## config.mk

```make
export PLATFORM = sky130hd
export DESIGN_NAME = backplane_phy_link_interface
export DESIGN_NICKNAME = d
export VERILOG_FILES = /design/src/core/bpl_pkg.sv /design/src/core/backplane_phy_link_interface.sv
export VERILOG_INCLUDE_DIRS = /design/src /design/src/core
export SDC_FILE = /design/constraint.sdc
export NUM_CORES = 1
export LEC_CHECK = 0
export ABC_AREA = 0
export BUFFER_PORTS_ARGS = -buffer_cell sky130_fd_sc_hd__buf_2
export CAP_MARGIN = 40
export CORE_UTILIZATION = 29
export DETAILED_ROUTE_END_ITERATION = 7
export SLEW_MARGIN = 0
export SYNTH_ARGS = -nofsm -noshare
export SYNTH_HDL_FRONTEND = slang
export SYNTH_SLANG_ARGS = --single-unit
```

## constraint.sdc

```tcl
create_clock -name clock -period 7.5 [get_ports clock]
set_clock_uncertainty 0.05 [all_clocks]
set_input_delay 1.5 -clock clock [delete_from_list [all_inputs] [get_ports clock]]
set_output_delay 1.5 -clock clock [all_outputs]
set_load 0.05 [all_outputs]
```

## src/core/bpl_consts.svh

```systemverilog
`ifndef BPL_CONSTS_SVH
`define BPL_CONSTS_SVH

// Clocking
`define CLOCK_PERIOD_NS      100
`define LINK_PERIOD_NS       800
`define LINK_DIV_CYCLES      ((`LINK_PERIOD_NS + `CLOCK_PERIOD_NS - 1) / `CLOCK_PERIOD_NS)
`define LINK_DIV_W           3
`define LINK_SAMPLE_PHASE    3'h1
`define LINK_UPDATE_PHASE    3'h7
`define DS_BIT_CYCLES        (`LINK_DIV_CYCLES / 2)

// Bus reset duration
`define BUS_RESET_NS         8000
`define BUS_RESET_CYCLES     ((`BUS_RESET_NS + `CLOCK_PERIOD_NS - 1) / `CLOCK_PERIOD_NS)
`define RESET_CNT_W          8

// Register map
`define REG_ADDR_W           4
`define REG_DATA_W           8
`define REG_NODE_ADDR        4'h0
`define REG_DRV_RST          4'h1
`define REG_RESERVED         4'h3
`define REG_PRIORITY         4'h4
`define NODE_ADDR_W          6
`define PRIORITY_W           4
`define INHIBIT_BIT          0
`define BUS_RESET_BIT        1
`define NODE_ADDR_RESET      6'h00
`define PRIORITY_RESET       4'h0
`define INHIBIT_RESET        1'h0

// Serial request stream
`define REQ_CNT_W            5
`define REQ_SHIFT_W          16
`define REQ_TYPE_POS         5'h4
`define REQ_LEN_BUS          5'd11
`define REQ_LEN_READ         5'd9
`define REQ_LEN_WRITE        5'd17
`define REQ_LEN_UNKNOWN      5'h1f
`define REQ_TYPE_READ        3'h4
`define REQ_TYPE_WRITE       3'h5

// Control codes
`define PHY_CTL_IDLE         2'h0
`define PHY_CTL_STATUS       2'h1
`define PHY_CTL_RECEIVE      2'h2
`define PHY_CTL_GRANT        2'h3
`define LINK_CTL_RELEASE     2'h0
`define LINK_CTL_HOLD        2'h1
`define LINK_CTL_TRANSMIT    2'h2

// Arbitration and status
`define ARB_BITS             10
`define ARB_CNT_W            4
`define STATUS_READ_PERIODS  4
`define STATUS_RESET_WORD    8'h40

// Receive buffer
`define RX_FIFO_DEPTH        8

`endif

```

## src/core/bpl_pkg.sv

```systemverilog
package bpl_pkg;
  `include "bpl_consts.svh"

  typedef enum logic [2:0] {
    ST_IDLE, ST_BUS_RESET, ST_STATUS, ST_RECEIVE, ST_ARBITRATE, ST_GRANT, ST_LINK_OWNS
  } phy_state_t;

  // Bit 1 of each field is line 0, so a code reads as line 0 then line 1
  typedef struct packed {
    logic [1:0] ctl;
    logic [1:0] data;
  } link_bus_t;

  typedef struct packed {
    logic       last;
    logic [1:0] data;
  } rx_word_t;

  typedef struct packed {
    phy_state_t                state;
    logic [`LINK_DIV_W-1:0]    div;
    logic                      clk_out;
    logic [5:0]                sync1;
    logic [5:0]                sync2;
    logic [`NODE_ADDR_W-1:0]   node_address;
    logic                      inhibit;
    logic                      reset_req;
    logic [`PRIORITY_W-1:0]    priority_level;
    logic                      req_active;
    logic [`REQ_CNT_W-1:0]     req_count;
    logic [`REQ_CNT_W-1:0]     req_len;
    logic [`REQ_SHIFT_W-1:0]   req_shift;
    logic                      arb_pending;
    logic                      read_pending;
    logic                      status_pending;
    logic [`REG_DATA_W-1:0]    read_data;
    logic [`ARB_BITS-1:0]      arb_shift;
    logic [`ARB_CNT_W-1:0]     arb_cnt;
    logic                      arb_out;
    logic [`REG_DATA_W-1:0]    status_shift;
    logic [2:0]                status_left;
    logic [`RESET_CNT_W-1:0]   reset_cnt;
    logic                      rx_final;
    logic                      link_settle;
    link_bus_t                 bus_out;
    link_bus_t                 bus_oe;
    logic [1:0]                enc_pair;
    logic [`LINK_DIV_W-1:0]    enc_phase;
    logic                      enc_busy;
    logic                      enc_data;
    logic                      enc_strobe;
    logic                      tx_en;
    logic                      tx_data;
    logic                      tx_strobe;
  } phy_core_t;
endpackage : bpl_pkg

```

## src/core/backplane_phy_link_interface.sv

```systemverilog
`timescale 1ns/1ps

module rx_fifo #(
  parameter int WIDTH = 3,
  parameter int DEPTH = `RX_FIFO_DEPTH
) (
  input  wire logic             clock,
  input  wire logic             rst_n,
  input  wire logic [WIDTH-1:0] in_data,
  input  wire logic             in_valid,
  output logic                  in_ready,
  output logic [WIDTH-1:0]      out_data,
  output logic                  out_valid,
  input  wire logic             out_ready
);
  localparam int PTR_W = $clog2(DEPTH);
  localparam int CNT_W = $clog2(DEPTH + 1);

  typedef struct packed {
    logic [DEPTH-1:0][WIDTH-1:0] mem;
    logic [PTR_W-1:0]            wr;
    logic [PTR_W-1:0]            rd;
    logic [CNT_W-1:0]            count;
    logic                        not_full;
  } fifo_state_t;

  fifo_state_t st_reg;
  fifo_state_t st_next;
  logic        push;
  logic        pop;

  assign in_ready  = st_reg.not_full;
  assign out_valid = st_reg.count != '0;
  assign out_data  = st_reg.mem[st_reg.rd];

  always_comb begin
    st_next = st_reg;
    push    = in_valid & st_reg.not_full;
    pop     = out_ready & (st_reg.count != '0);
    if (push) begin
      st_next.mem[st_reg.wr] = in_data;
      st_next.wr = (st_reg.wr == PTR_W'(DEPTH - 1)) ? '0 : st_reg.wr + PTR_W'(1);
    end
    if (pop) begin
      st_next.rd = (st_reg.rd == PTR_W'(DEPTH - 1)) ? '0 : st_reg.rd + PTR_W'(1);
    end
    st_next.count    = st_reg.count + CNT_W'(push) - CNT_W'(pop);
    st_next.not_full = st_next.count != CNT_W'(DEPTH);
  end

  always_ff @(posedge clock or negedge rst_n) begin
    if (!rst_n) begin
      st_reg          <= '0;
      st_reg.not_full <= 1'b1;
    end else begin
      st_reg <= st_next;
    end
  end
endmodule : rx_fifo

module backplane_phy_link_interface
  import bpl_pkg::*;
(
  input  wire logic      clock,
  input  wire logic      rst_n,
  output logic           link_clock_out,
  input  wire link_bus_t link_bus_in,
  output link_bus_t      link_bus_out,
  output link_bus_t      link_bus_oe,
  input  wire logic      link_request_line,
  output logic           arb_drive_out,
  input  wire logic      backplane_readback,
  output logic           tx_encoded_data,
  output logic           tx_encoded_strobe,
  output logic           tx_drive_enable,
  input  wire rx_word_t  rx_word,
  input  wire logic      rx_valid,
  output logic           rx_ready
);
  phy_core_t              st_reg;
  phy_core_t              st_next;
  link_bus_t              sync_bus;
  logic                   sync_req;
  logic                   sync_rb;
  logic                   tick_sample;
  logic                   tick_update;
  logic [`REQ_SHIFT_W-1:0] nshift;
  logic [`REQ_CNT_W-1:0]  ncount;
  logic [`REG_DATA_W-1:0] status_src;
  logic                   enc_bit;
  logic                   pop;
  logic [2:0]             fifo_word_raw;
  rx_word_t               fifo_word;
  logic                   fifo_valid;

  function automatic logic [`REQ_CNT_W-1:0] req_length(input logic [2:0] req_type);
    if (req_type == `REQ_TYPE_READ) return `REQ_LEN_READ;
    if (req_type == `REQ_TYPE_WRITE) return `REQ_LEN_WRITE;
    return `REQ_LEN_BUS;
  endfunction : req_length

  function automatic logic [`REG_DATA_W-1:0] reg_read(input logic [`REG_ADDR_W-1:0] a, input phy_core_t s);
    logic [`REG_DATA_W-1:0] r;
    r = '0;
    case (a)
      `REG_NODE_ADDR: r[`NODE_ADDR_W-1:0] = s.node_address;
      `REG_DRV_RST: begin
        r[`INHIBIT_BIT]   = s.inhibit;
        r[`BUS_RESET_BIT] = s.reset_req;
      end
      `REG_PRIORITY: r[`PRIORITY_W-1:0] = s.priority_level;
      `REG_RESERVED: r = '0;
      default: r = '0;
    endcase
    return r;
  endfunction : reg_read

  rx_fifo #(
    .WIDTH ($bits(rx_word_t)),
    .DEPTH (`RX_FIFO_DEPTH)
  ) u_rx_fifo (
    .clock     (clock),
    .rst_n     (rst_n),
    .in_data   (rx_word),
    .in_valid  (rx_valid),
    .in_ready  (rx_ready),
    .out_data  (fifo_word_raw),
    .out_valid (fifo_valid),
    .out_ready (pop)
  );

  assign fifo_word   = rx_word_t'(fifo_word_raw);
  // Only the second synchroniser stage is read
  assign sync_bus    = link_bus_t'(st_reg.sync2[5:2]);
  assign sync_req    = st_reg.sync2[1];
  assign sync_rb     = st_reg.sync2[0];
  // Sampling one cycle after the link edge sees the value present just before it
  assign tick_sample = st_reg.div == `LINK_SAMPLE_PHASE;
  // Registered here, so new values appear together with the rising link clock
  assign tick_update = st_reg.div == `LINK_UPDATE_PHASE;
  assign nshift      = {st_reg.req_shift[`REQ_SHIFT_W-2:0], sync_req};
  assign ncount      = st_reg.req_count + `REQ_CNT_W'(1);
  assign status_src  = st_reg.read_pending ? st_reg.read_data : `STATUS_RESET_WORD;
  assign enc_bit     = (st_reg.enc_phase < `LINK_DIV_W'(`DS_BIT_CYCLES)) ? st_reg.enc_pair[1] : st_reg.enc_pair[0];

  assign link_clock_out    = st_reg.clk_out;
  assign link_bus_out      = st_reg.bus_out;
  assign link_bus_oe       = st_reg.bus_oe;
  assign arb_drive_out     = st_reg.arb_out;
  assign tx_encoded_data   = st_reg.tx_data;
  assign tx_encoded_strobe = st_reg.tx_strobe;
  assign tx_drive_enable   = st_reg.tx_en;

  always_comb begin
    st_next       = st_reg;
    pop           = 1'b0;
    st_next.sync1 = {link_bus_in, link_request_line, backplane_readback};
    st_next.sync2 = st_reg.sync1;
    st_next.div   = (st_reg.div == `LINK_DIV_W'(`LINK_DIV_CYCLES - 1)) ? '0 : st_reg.div + `LINK_DIV_W'(1);
    st_next.clk_out = st_next.div < `LINK_DIV_W'(`LINK_DIV_CYCLES / 2);

    // Data-strobe encoder: strobe flips when data repeats
    if (st_reg.enc_busy) begin
      if (st_reg.enc_phase == '0 || st_reg.enc_phase == `LINK_DIV_W'(`DS_BIT_CYCLES)) begin
        st_next.enc_data = enc_bit;
        if (enc_bit == st_reg.enc_data) begin
          st_next.enc_strobe = ~st_reg.enc_strobe;
        end
      end
      st_next.enc_phase = st_reg.enc_phase + `LINK_DIV_W'(1);
      if (st_reg.enc_phase == `LINK_DIV_W'(`LINK_DIV_CYCLES - 1)) begin
        st_next.enc_busy = 1'b0;
      end
    end

    unique case (st_reg.state)
      ST_IDLE: begin
        if (tick_update) begin
          st_next.bus_oe  = '1;
          st_next.bus_out = '{ctl: `PHY_CTL_IDLE, data: 2'h0};
          if (st_reg.reset_req) begin
            st_next.state     = ST_BUS_RESET;
            st_next.reset_cnt = '0;
            st_next.arb_out   = 1'b1;
          end else if (fifo_valid) begin
            st_next.state       = ST_RECEIVE;
            st_next.rx_final    = 1'b0;
            st_next.bus_out.ctl = `PHY_CTL_RECEIVE;
          end else if (st_reg.read_pending || st_reg.status_pending) begin
            st_next.state        = ST_STATUS;
            st_next.bus_out      = '{ctl: `PHY_CTL_STATUS, data: status_src[7:6]};
            st_next.status_shift = {status_src[5:0], 2'h0};
            st_next.status_left  = st_reg.read_pending ? 3'(`STATUS_READ_PERIODS - 1) : 3'h0;
            if (st_reg.read_pending) begin
              st_next.read_pending = 1'b0;
            end else begin
              st_next.status_pending = 1'b0;
            end
          end else if (st_reg.arb_pending) begin
            st_next.state       = ST_ARBITRATE;
            st_next.arb_pending = 1'b0;
            st_next.arb_shift   = {st_reg.priority_level, st_reg.node_address};
            st_next.arb_cnt     = '0;
            st_next.arb_out     = st_reg.priority_level[`PRIORITY_W-1];
          end
        end
      end
      ST_BUS_RESET: begin
        if (st_reg.reset_cnt == `RESET_CNT_W'(`BUS_RESET_CYCLES - 1)) begin
          st_next.state          = ST_IDLE;
          st_next.reset_req      = 1'b0;
          st_next.status_pending = 1'b1;
          st_next.arb_out        = 1'b0;
        end else begin
          st_next.reset_cnt = st_reg.reset_cnt + `RESET_CNT_W'(1);
        end
      end
      ST_STATUS: begin
        if (tick_update) begin
          if (st_reg.status_left == '0) begin
            st_next.state   = ST_IDLE;
            st_next.bus_out = '{ctl: `PHY_CTL_IDLE, data: 2'h0};
          end else begin
            st_next.bus_out      = '{ctl: `PHY_CTL_STATUS, data: st_reg.status_shift[7:6]};
            st_next.status_shift = {st_reg.status_shift[5:0], 2'h0};
            st_next.status_left  = st_reg.status_left - 3'h1;
          end
        end
      end
      ST_RECEIVE: begin
        if (tick_update) begin
          if (st_reg.rx_final) begin
            st_next.state   = ST_IDLE;
            st_next.bus_out = '{ctl: `PHY_CTL_IDLE, data: 2'h0};
          end else begin
            // An underrun mid-packet shows as receive code with zero data
            st_next.bus_out = '{ctl: `PHY_CTL_RECEIVE, data: 2'h0};
            if (fifo_valid) begin
              pop                  = 1'b1;
              st_next.bus_out.data = fifo_word.data;
              st_next.rx_final     = fifo_word.last;
            end
          end
        end
      end
      ST_ARBITRATE: begin
        // Readback has settled for six cycles when the bit period ends
        if (tick_update) begin
          if (sync_rb != st_reg.arb_out) begin
            st_next.state   = ST_IDLE;
            st_next.arb_out = 1'b0;
          end else if (st_reg.arb_cnt == `ARB_CNT_W'(`ARB_BITS - 1)) begin
            st_next.state   = ST_GRANT;
            st_next.arb_out = 1'b0;
            st_next.bus_out = '{ctl: `PHY_CTL_GRANT, data: 2'h0};
          end else begin
            st_next.arb_shift = {st_reg.arb_shift[`ARB_BITS-2:0], 1'b0};
            st_next.arb_out   = st_reg.arb_shift[`ARB_BITS-2];
            st_next.arb_cnt   = st_reg.arb_cnt + `ARB_CNT_W'(1);
          end
        end
      end
      ST_GRANT: begin
        if (tick_update) begin
          st_next.state       = ST_LINK_OWNS;
          st_next.bus_oe      = '0;
          st_next.bus_out     = '0;
          st_next.link_settle = 1'b1;
        end
      end
      ST_LINK_OWNS: begin
        // The first sample after release still sees the grant code the device drove before release
        if (tick_sample) begin
          if (st_reg.link_settle) begin
            st_next.link_settle = 1'b0;
          end else if (sync_bus.ctl == `LINK_CTL_RELEASE) begin
            st_next.state = ST_IDLE;
          end else if (sync_bus.ctl == `LINK_CTL_TRANSMIT) begin
            st_next.enc_pair  = sync_bus.data;
            st_next.enc_phase = '0;
            st_next.enc_busy  = 1'b1;
          end
        end
      end
      default: st_next.state = ST_IDLE;
    endcase

    // Request receiver runs after the state machine so new requests are not lost
    if (tick_sample) begin
      if (!st_reg.req_active) begin
        if (sync_req) begin
          st_next.req_active = 1'b1;
          st_next.req_count  = `REQ_CNT_W'(1);
          st_next.req_shift  = '0;
          st_next.req_len    = `REQ_LEN_UNKNOWN;
        end
      end else begin
        st_next.req_shift = nshift;
        st_next.req_count = ncount;
        if (ncount == `REQ_TYPE_POS) begin
          st_next.req_len = req_length(nshift[2:0]);
        end else if (ncount == st_reg.req_len) begin
          st_next.req_active = 1'b0;
          if (st_reg.req_len == `REQ_LEN_READ) begin
            st_next.read_data    = reg_read(nshift[4:1], st_reg);
            st_next.read_pending = 1'b1;
          end else if (st_reg.req_len == `REQ_LEN_WRITE) begin
            case (nshift[12:9])
              `REG_NODE_ADDR: st_next.node_address = nshift[`NODE_ADDR_W:1];
              `REG_DRV_RST: begin
                st_next.inhibit = nshift[`INHIBIT_BIT+1];
                if (nshift[`BUS_RESET_BIT+1]) begin
                  st_next.reset_req = 1'b1;
                end
              end
              `REG_PRIORITY: st_next.priority_level = nshift[`PRIORITY_W:1];
              default: ;
            endcase
          end else begin
            st_next.arb_pending = 1'b1;
          end
        end
      end
    end

    st_next.tx_en     = st_next.enc_busy & ~st_next.inhibit;
    st_next.tx_data   = st_next.enc_data & st_next.tx_en;
    st_next.tx_strobe = st_next.enc_strobe & st_next.tx_en;
  end

  always_ff @(posedge clock or negedge rst_n) begin
    if (!rst_n) begin
      st_reg                <= '0;
      st_reg.state          <= ST_IDLE;
      st_reg.node_address   <= `NODE_ADDR_RESET;
      st_reg.priority_level <= `PRIORITY_RESET;
      st_reg.inhibit        <= `INHIBIT_RESET;
      st_reg.bus_oe         <= '1;
    end else begin
      st_reg <= st_next;
    end
  end
endmodule : backplane_phy_link_interface

```

# Yosys cells after proc, flatten, opt, wreduce, memory -nomap -nowiden
# Index checks and enable logic that the tools add are counted.
# totals
register_bits	156
in_bits	12
out_inout_bits	14
wordCells	301
# classes
addsub	10
magnitude_cmp	5
eq_ne	58
mux	133
bitwise_logic	11
n_reduce_logical	35
# op_table
operator	count
$mux 3	27
$mux 27	2
$mux 4	13
$ne 2x2->1 const B	24
$mux 11	4
$mux 14	3
$mux 13	3
$mux 1	35
$mux 35	1
$reduce_and 7->1	5
$mux 34	1
$eq 3x3->1 const B	10
$pmux 13 s2	1
$mux 25	1
$mux 5	5
$bwmux 24	1
$mux 2	12
$mux 6	4
$mux 8	3
$pmux 11 s2	1
$mux 7	3
$pmux 3 s7	1
$pmux 4 s5	1
$pmux 8 s2	1
53 further kinds	90

# Depth between registers and ports, before layout
# Gate-level depths: netlist of run 1.
# logic_depth
depth_word	17
mapped_depth	13
depth_no_buf	13

# Hierarchy
# From an unflattened synthesis of run 1, not the netlist that was laid out.
# hier_totals
hier_cells	642
hier_area_um2	7119.3
# modules_own_cells
mod	instances	cells_each	area_each_um2	seq_area_each_um2
backplane_phy_link_interface	1	524	5413.9	2803.9
rx_fifo	1	118	1705.4	877.1

# Worst setup path before layout of run 1
# Ideal clock, no wire load.
# synth_path
kind	input to register
from	in rx_valid
to	reg u_rx_fifo.st_reg (netlist bit u_rx_fifo.in_ready)
setup_ns	0.082
arrival_time_ns	2.706
t_required_ns	7.368
setup_slack_ns	4.662
stages	7
path_buffers	0
path_cell_list	nand2_1 > inv_1 > ha_1 > fa_1 > xor2_1 > nor3_1 > nand2_1
# synth_lines
item	line	rtl
start, declared	backplane_phy_link_interface.sv:77	input wire logic rx_valid,
end signal, assigned	backplane_phy_link_interface.sv:56	st_reg <= st_next;
end, declared	backplane_phy_link_interface.sv:27	fifo_state_t st_reg;

==> results of run 1 <==
## power groups by stage
| stage | clock network [mW] | registers, mW | logic [mW] |
|---|---|---|---|
| detailed placement | 0 | 1.12 | 0.661 |
| finish | 0.857 | 1.11 | 0.659 |
| floorplan | 0 | 1.05 | 0.585 |
| global route | 0.910 | 1.14 | 0.736 |
| global placement | 0 | 1.12 | 0.647 |
| CTS | 0.878 | 1.11 | 0.665 |
## cells by family (layout without fill, tap and decap cells)
logic type               count (synthesis)  in the layout  share of synthesized area [%]
flip-flops                             147            147                           50.8
multiplexers                            70             70                           11.2
buffers and inverters                   66             88                           4.18
adder cells (fa/ha/maj)                 23             23                           4.08
XOR/XNOR                                20             20                           2.42
AO/OA/AOI/OAI                          112            112                           10.7
AND/OR/NAND/NOR                        230            230                           16.6
## layer usage
| metal | share of wire (%) | vias up | GRT usage [%] |
|---|---|---|---|
| met4 | 1.9 | 0 | 4.63 |
| met5 | 0 | - | 0 |
| met1 | 49 | 2387 | 16.8 |
| li1 | - | 2387 | - |
| met3 | 2.0 | 20 | 2.16 |
| met2 | 47 | 68 | 19.4 |
## worst max path at each step
stage / endpoint
CTS: u_rx_fifo.in_ready$_DFF_PN1_
floorplan: u_rx_fifo.in_ready$_DFF_PN1_
finish: u_rx_fifo.in_ready$_DFF_PN1_
detailed placement: u_rx_fifo.in_ready$_DFF_PN1_
global placement: u_rx_fifo.in_ready$_DFF_PN1_
global route: u_rx_fifo.in_ready$_DFF_PN1_
## placed cells by master (no fill, tap or decap), types with 5 or more instances in the layout
cell type and instances:
nand2_1 75, ha_1 22, nand3_1 26, a31oi_1 18, buf_2 24, nand4_1 7, nor2_1 45, o41ai_1 5
mux2i_1 17, and3_1 5, a21o_1 6, nand2b_1 11, inv_1 28, a21oi_1 14, mux2_2 49, clkbuf_16 17
nor3b_1 6, xor2_1 8, dfrtp_1 145, o21ai_0 26, a22o_1 12, nor3_1 13, xnor2_1 12
## final cells by class
class	instances	area (sq um)
multi-input combinational	455	3260
fill	2478	16200
inverter	28	105
tap	324	405
timing repair buffer	28	181
clock buffer	18	429
clock inverter	14	168
sequential	147	3680
==> impl_metrics.ini, run 1 <==
[run_status]
outcome = complete, no violations

[floorplan]
initial_utilization_pct = 29.7
fp.dieH_um = 160
dieArea_sq_mm = 0.0256
rows = 57
die_w_um = 160
ios = 26
core_area_sq_mm = 0.0244

[clock_tree]
clk_pin_slew_ns = 0.06
ctsRootBufferMaster = clkbuf_16
cts_num_sinks = 147
htreeDepth = 4
cts.hold.buffers_added = 0
cts_setup_buffers = 0
cts_buffers = 17
ctsResizeCount = 0
clk-insertion-delay-late_ns = 0.42
clockBufferDepth = 2
tritoncts = done

[setup_path]
cp-startpoint = st_reg[123]$_DFFE_PN0P_
crit_slowest_cell = dfrtp_1
crit_chain = nand2b_4, or3b_1, nor2_1, nand2_1, inv_1, ha_1, inv_1, ha_1, fa_1, nor3_1, nand2_1
cp-start-kind = flop
cp.depth = 11
rr_startpoint = st_reg[123]$_DFFE_PN0P_
crit_required_ns = 7.79
critPathKind = reg -> reg
path_buf_inv = 2
reg2reg_setup_slack_ns = 4.48
critical-path-top-delay-family = simple AND/OR/NAND/NOR gates
cp_slowest_stage_delay_ns = 0.67
end_kind = flop
ff2ff_path_depth = 11
path_max_fanout = 26
worstPathArrival_ns = 3.31
r2r_end = u_rx_fifo.in_ready$_DFF_PN1_

[detailed_routing]
vias_per_cell = 4.79
wl_um = 14700
ant_nets = 0
wl_per_cell_um = 14.5
drc_errors = 0
firstDrtPassIters = 5
num_vias = 4862
drtIter0Drc = 334

[sta]
relSlewSlack_pct = 46.3
layout_min_cycle_time_ns = 3.02
setup_violations = 0
slew_violations = 0
tns_ns = 0
fin_crit_sh_pct = 40.2
finalWorstSetupSlack_ns = 4.48
max_clock_freq_mhz = 331
hold_violations = 0
rsz0062_at_grt = false
hold_ws_ns = 0.298
tightestPinTransition_ns = 0.805

[cells_and_area]
final_util_pct = 33.7
layout-drive-gt1-share_pct = 19.1
antenna_cells = 0
nets = 712
final_area_sq_mm = 0.00823
largest_reg_flops = 83
syn_to_final_growth_pct = 13.6
final_cells = 1014

[global_routing]
grt-ovfl-total = 0
grt_max_degree = 71
antenna_found_initial = 0
grt_pass1_wl_um = 25300
grt_pass1_vias = 4832
grt_use_total_pct = 12.3

[pwr]
finalPower_mw = 2.63
peakVddDrop_uv = 149
p_clk_share_pct = 32.6
p_per_area_mw_per_mm2 = 319
p_sw_uw = 873
leakagePower_nw = 3.61
p_sw_share_pct = 33.2
power_frac_seq_pct = 42.2
p_int_mw = 1.75
pwr-share-comb_pct = 25.1

[yosys]
ys_seq_area_share_pct = 50.8
synth_seq_cells = 147
ys.warnings.count = 0
syn_inst = 668
synth_top_area_share_pct = 50.1
synth.net_count = 703
synth_flop_cell = dfrtp_1
yosysUniqueCellTypes = 70
synth.most_common_cell = dfrtp_1
yosysTopAreaCell = dfrtp_1
netlist_top_cells_area = dfrtp_1 (50%), mux2_2 (7.6%), nand2_1 (3.9%)
syn_area_per_cell_sq_um = 10.8
synthTopCellsByCount = dfrtp_1 (145), nand2_1 (75), mux2_2 (49)
syn-cell-area_sq_mm = 0.00725
synthArstFlopShare_pct = 100
synth_edf_count = 0

[worst_hold_path]
hold-path-cell-count = 0
hp-class = reg -> reg
min-delay-start = st_next[106]$_DFF_PN0_
hold_path_end = nshift[0]$_DFF_PN0_

[placement]
pre_cts_ws_ns = 4.38
dpl.hpwl_um = 10100
place_congestion = 0.789
portBuffers = 25
dp.cells = 982
place_area_sq_mm = 0.00763

[job]
drv_cap = 0
No activity file was read; power rests on OpenSTA's default activity.
==> run 2: changes to the inputs <==
==> constraint.sdc (replaced) <==
create_clock -name clock -period 3.05 [get_ports clock]
set_clock_uncertainty 0.05 [all_clocks]
set_input_delay 0.61 -clock clock [delete_from_list [all_inputs] [get_ports clock]]
set_output_delay 0.61 -clock clock [all_outputs]
set_load 0.05 [all_outputs]
==> run 2 against run 1 <==
  * Maximum frequency is 19% higher
  * Critical path depth is the same
  * Global-route usage is essentially flat
  * Critical endpoint unchanged
  * Largest power group unchanged
==> impl_metrics.ini, run 2 (synthesized netlist as in run 1, its figures left out) <==
[setup_path]
critPathKind = reg -> reg
worstPathArrival_ns = 2.83
rr_startpoint = st_reg[123]$_DFFE_PN0P_
r2r_end = u_rx_fifo.in_ready$_DFF_PN1_
cp-startpoint = st_reg[123]$_DFFE_PN0P_
path_max_fanout = 7
cp-start-kind = flop
ff2ff_path_depth = 11
crit_required_ns = 3.35
end_kind = flop
reg2reg_setup_slack_ns = 0.52

[clock_tree]
clk_pin_slew_ns = 0.07
cts_num_sinks = 147
cts_buffers = 17
ctsRootBufferMaster = clkbuf_16
clk-insertion-delay-late_ns = 0.43
cts.hold.buffers_added = 0
cts_setup_buffers = 0
htreeDepth = 4
clockBufferDepth = 2
ctsResizeCount = 0
tritoncts = done

[pwr]
p_per_area_mw_per_mm2 = 774
finalPower_mw = 6.41
peakVddDrop_uv = 392
leakagePower_nw = 3.65

[global_routing]
grt_pass1_wl_um = 25300
grt_max_degree = 66
grt_pass1_vias = 4831
antenna_found_initial = 0
grt_use_total_pct = 12.3
grt-ovfl-total = 0

[placement]
dp.cells = 993
portBuffers = 25
dpl.hpwl_um = 10300
pre_cts_ws_ns = 0.509
place_congestion = 0.814

[sta]
max_clock_freq_mhz = 395
slew_violations = 0
hold_ws_ns = 0.121
layout_min_cycle_time_ns = 2.53
relSlewSlack_pct = 49.6
fin_crit_sh_pct = 82.9
finalWorstSetupSlack_ns = 0.520
tightestPinTransition_ns = 0.746
tns_ns = 0
hold_violations = 0
rsz0062_at_grt = false
setup_violations = 0

[detailed_routing]
drtIter0Drc = 361
wl_um = 14700
vias_per_cell = 4.77
wl_per_cell_um = 14.4
ant_nets = 0
drc_errors = 0
num_vias = 4894
firstDrtPassIters = 4

[cells_and_area]
antenna_cells = 0
final_common_cell = dfrtp_1
layout-drive-gt1-share_pct = 20.4
final_cells = 1025
fillers = 2463
mostFrequentLayoutCells = dfrtp_1 (145), nand2_1 (75), mux2_2 (49), nor2_1 (45), inv_1 (28)
nets = 723
largest_reg_flops = 83
syn_to_final_growth_pct = 14.2

[floorplan]
core_area_sq_mm = 0.0244
ios = 26
die_w_um = 160
fp.dieH_um = 160
dieArea_sq_mm = 0.0256
initial_utilization_pct = 29.7
rows = 57

[job]
drv_cap = 0

[worst_hold_path]
hp-class = in -> async

[run_status]
outcome = complete, no violations
-- run 2: changes by cell type in the layout (fill, tap and decap cells not counted) --
| cell | previous run | this run |
|---|---|---|
| bufinv_16 | 2 | 0 |
| buf_8 | 1 | 0 |
| buf_12 | 0 | 2 |
| buf_4 | 1 | 12 |
| buf_16 | 1 | 0 |
| clkinvlp_4 | 2 | 1 |
| inv_8 | 2 | 4 |
| inv_6 | 4 | 6 |
| clkinv_4 | 4 | 3 |
-- run 2: area by class of cell --
type	count	area [sq um]	area share (%)
clock inverters	14	131	1.59
repair buffers	39	262	3.16
inverters	28	105	1.27
multi-input cells	455	3260	39.4
flip-flops and latches	147	3680	44.5
clock buffers	18	429	5.19
well taps	324	405	4.90
-- run 2: worst max path at each step --
stage / endpoint / slack (ns)
5_1_grt: u_rx_fifo.in_ready$_DFF_PN1_ / 0.33
3_5_place_dp: u_rx_fifo.in_ready$_DFF_PN1_ / 0.51
3_3_place_gp: u_rx_fifo.in_ready$_DFF_PN1_ / 0.54
6_report: u_rx_fifo.in_ready$_DFF_PN1_ / 0.52
4_1_cts: u_rx_fifo.in_ready$_DFF_PN1_ / 0.50
2_1_floorplan: u_rx_fifo.in_ready$_DFF_PN1_ / 0.43
-- run 2: per-layer routing --
metal	vias up	wire [um]	GRT usage, %	share of wire (%)
met1	2377	7210	16.5	49
met2	61	6890	19.4	47
met3	24	350	2.36	2.4
met4	0	295	4.94	2.0
met5	-	0	0	0
li1	2432	-	-	-
-- run 2: worst max-delay path: stages (launching register included) --
cell and delay [ns]:
dfrtp_1 0.38, nand2b_4 0.16, or3b_1 0.39, nor2_1 0.11
nand2_1 0.13, inv_1 0.08, ha_1 0.22, inv_1 0.05
ha_1 0.17, fa_1 0.44, nor3_1 0.19, nand2_1 0.07
-- run 2: through the flow --
stage | area, sq um | utilization (%)
after global routing | 8280 | 33.9
after CTS | 8280 | 33.9
final | 8280 | 33.9
after detailed placement | 7710 | 31.6
after global placement | 7710 | 31.6
after floorplan | 7250 | -
-- run 2: where the power goes --
group	total (mW)	internal [mW]	switching [mW]
logic	1.75	0.802	0.951
registers	2.65	2.32	0.324
clock network	2.00	1.08	0.923
==> run 3: changes to the inputs <==
--- a/config.mk
+++ b/config.mk
@@ -6,7 +6,7 @@
 export SDC_FILE = /design/constraint.sdc
 export NUM_CORES = 1
 export LEC_CHECK = 0
-export ABC_AREA = 0
+export ABC_AREA = 1
 export BUFFER_PORTS_ARGS = -buffer_cell sky130_fd_sc_hd__buf_2
 export CAP_MARGIN = 40
 export CORE_UTILIZATION = 29
==> constraint.sdc (replaced) <==
create_clock -name clock -period 2.3 [get_ports clock]
set_clock_uncertainty 0.05 [all_clocks]
set_input_delay 0.46 -clock clock [delete_from_list [all_inputs] [get_ports clock]]
set_output_delay 0.46 -clock clock [all_outputs]
set_load 0.05 [all_outputs]
==> run 3 against run 2 <==
  * Die area decreased by 0.49%
  * Critical endpoint unchanged
  * Sequential cell count unchanged
  * Worst hold slack worse by 0.035 ns
  * Synthesized cell count grew 26%
  * Maximum frequency is 13% higher
  * Clock power is 35% higher
  * Largest cell class unchanged
  * Sequential share of layout area is 1.0 points lower
  * Global-route usage rose by 0.60 points
  * Non-clock buffer count grew 19
  * Register-to-register slack worse by 0.47 ns
  * Combinational power is 70% higher
  * First-iteration DRC count unchanged
==> impl_metrics.ini, run 3 <==
[sta]
slew_violations = 0
relSlewSlack_pct = 67.0
hold_violations = 0
setup_violations = 0
tns_ns = 0
layout_min_cycle_time_ns = 2.25
rsz0062_at_grt = true
fin_crit_sh_pct = 97.7
tightestPinTransition_ns = 0.492
max_clock_freq_mhz = 445

[pwr]
p_per_area_mw_per_mm2 = 1090
leakagePower_nw = 4.16
peakVddDrop_uv = 523
finalPower_mw = 9.19

[detailed_routing]
wl_um = 15200
ant_nets = 0
drtIter0Drc = 361
wl_per_cell_um = 12.3
num_vias = 5570
vias_per_cell = 4.50
firstDrtPassIters = 4
drc_errors = 0

[setup_path]
crit_chain = ha_1, ha_2, inv_2, nor3_4, ha_1, inv_1, ha_2, fa_1, xor2_1, nor3_2, nand2_1
cp_slowest_stage_delay_ns = 0.38
path_max_fanout = 2
worstPathArrival_ns = 2.55
ff2ff_path_depth = 11
crit_required_ns = 2.60
crit_slowest_cell = dfrtp_1
cp-start-kind = flop
end_kind = flop
critPathKind = reg -> reg

[job]
drv_cap = 0

[cells_and_area]
final_util_pct = 34.8
antenna_cells = 0
largest_reg_flops = 83
fillers = 2454
mostFrequentLayoutCells = nand2_1 (209), dfrtp_1 (143), inv_1 (106), o21ai_0 (78), nor2_1 (55)
final_area_sq_mm = 0.00847
final_common_cell = nand2_1
final_cells = 1237
layout-drive-gt1-share_pct = 16.8
syn_to_final_growth_pct = 17.5
nets = 935

[placement]
place_congestion = 0.855
place_area_sq_mm = 0.00784
dp.cells = 1200
portBuffers = 25
dpl.hpwl_um = 11000

[clock_tree]
clockBufferDepth = 2
clk-insertion-delay-late_ns = 0.43
tritoncts = done
htreeDepth = 4
clk_pin_slew_ns = 0.06
cts_buffers = 17
cts_num_sinks = 147
ctsRootBufferMaster = clkbuf_16

[yosys]
synth_top_area_share_pct = 50.3
synthArstFlopShare_pct = 100
synth_edf_count = 0
ys.warnings.count = 0
synth.most_common_cell = nand2_1
syn-cell-area_sq_mm = 0.00721
yosysUniqueCellTypes = 48
synth.net_count = 878
syn_area_per_cell_sq_um = 8.55
yosysTopAreaCell = dfrtp_1
netlist_top_cells_area = dfrtp_1 (50%), nand2_1 (11%), inv_1 (5.7%)
synthTopCellsByCount = nand2_1 (210), dfrtp_1 (145), inv_1 (109)
ys_seq_area_share_pct = 51.1
synth_flop_cell = dfrtp_1
syn_inst = 843
synth_seq_cells = 147

[run_status]
outcome = complete, no violations

[global_routing]
grt_pass1_wl_um = 26500
grt-ovfl-total = 0
grt_pass1_vias = 5513
grt_max_degree = 47
antenna_found_initial = 0
grt_use_total_pct = 12.9

[floorplan]
die_w_um = 160
ios = 26
fp.dieH_um = 160
dieArea_sq_mm = 0.0255
rows = 57
core_area_sq_mm = 0.0243
initial_utilization_pct = 29.6

[worst_hold_path]
hold-path-cell-count = 1
hp-class = in -> reg
## run 3: critical path: cells and delay by family (launching register included)
| family | cells | cell delay (ns) |
|---|---|---|
| fa+ha+maj | 5 | 1.21 |
| flops | 1 | 0.38 |
| simple gates | 3 | 0.23 |
| xor+xnor | 1 | 0.19 |
| buf+inv | 2 | 0.12 |
## run 3: worst paths after layout
| path | from | endpoint | slack (ns) |
|---|---|---|---|
| min in group asynchronous | rst_n | u_rx_fifo.st_reg[11]$_DFFE_PN0P_ | 0.46 |
| setup reg to reg | st_reg[118]$_DFF_PN0_ | u_rx_fifo.in_ready$_DFF_PN1_ | 0.05 |
| hold reg to reg | st_next[108]$_DFF_PN0_ | st_reg[108]$_DFF_PN0_ | 0.30 |
| max in group asynchronous | rst_n | st_reg[87]$_DFFE_PN0P_ | 1.08 |
| setup / recovery | st_reg[118]$_DFF_PN0_ | u_rx_fifo.in_ready$_DFF_PN1_ | 0.05 |
| hold / removal | backplane_readback | st_next[105]$_DFF_PN0_ | 0.09 |
## run 3: cell families (layout without fill, tap and decap cells)
family | count (synthesis) | in the layout | share of synthesized area, %
AO/OA/AOI/OAI | 145 | 145 | 11.7
XOR/XNOR | 14 | 14 | 1.70
adder cells (fa/ha/maj) | 23 | 23 | 4.10
buffers and inverters | 140 | 210 | 8.43
flip-flops | 147 | 147 | 51.1
AND/OR/NAND/NOR | 374 | 374 | 23.0
## run 3: final cells by class
| type | instances | area (sq um) | area share [%] |
|---|---|---|---|
| flip-flops and latches | 147 | 3680 | 43.5 |
| multi-input cells | 556 | 2950 | 34.8 |
| inverters | 120 | 458 | 5.41 |
| clock buffers | 17 | 425 | 5.02 |
| repair buffers | 58 | 407 | 4.80 |
| well taps | 324 | 405 | 4.79 |
| clock inverters | 15 | 146 | 1.73 |
## run 3: where the power goes
part / total, mW / leakage, nW / internal, mW / switching (mW)
clock network: 2.69 / 0.275 / 1.52 / 1.17
logic: 2.97 / 1.98 / 1.04 / 1.93
registers: 3.53 / 1.90 / 3.13 / 0.399
## run 3: timing repair
action	CTS	global route
hold buffers	1	0
gates resized for setup	3	4
hold endpoints to repair	35	0
endpoints found under the setup margin	1	3
buffers inserted	4	0
pin swaps	5	4
## run 3: metrics by stage
stage | setup slack (ns) | hold slack [ns]
2_1_floorplan | -0.117 | 0.114
3_3_place_gp | -0.00607 | 0.283
3_5_place_dp | -0.0516 | 0.285
4_1_cts | -0.000960 | 0.0650
5_1_grt | -0.0873 | 0.0692
6_report | 0.0527 | 0.0855
## run 3: routing by layer
metal | global-route usage (%) | vias to the layer above | routed length, um
met3 | 2.75 | 16 | 416
met4 | 4.72 | 0 | 218
met1 | 17.6 | 2603 | 7670
met2 | 20.0 | 78 | 6940
met5 | 0 | - | 0
li1 | - | 2873 | -
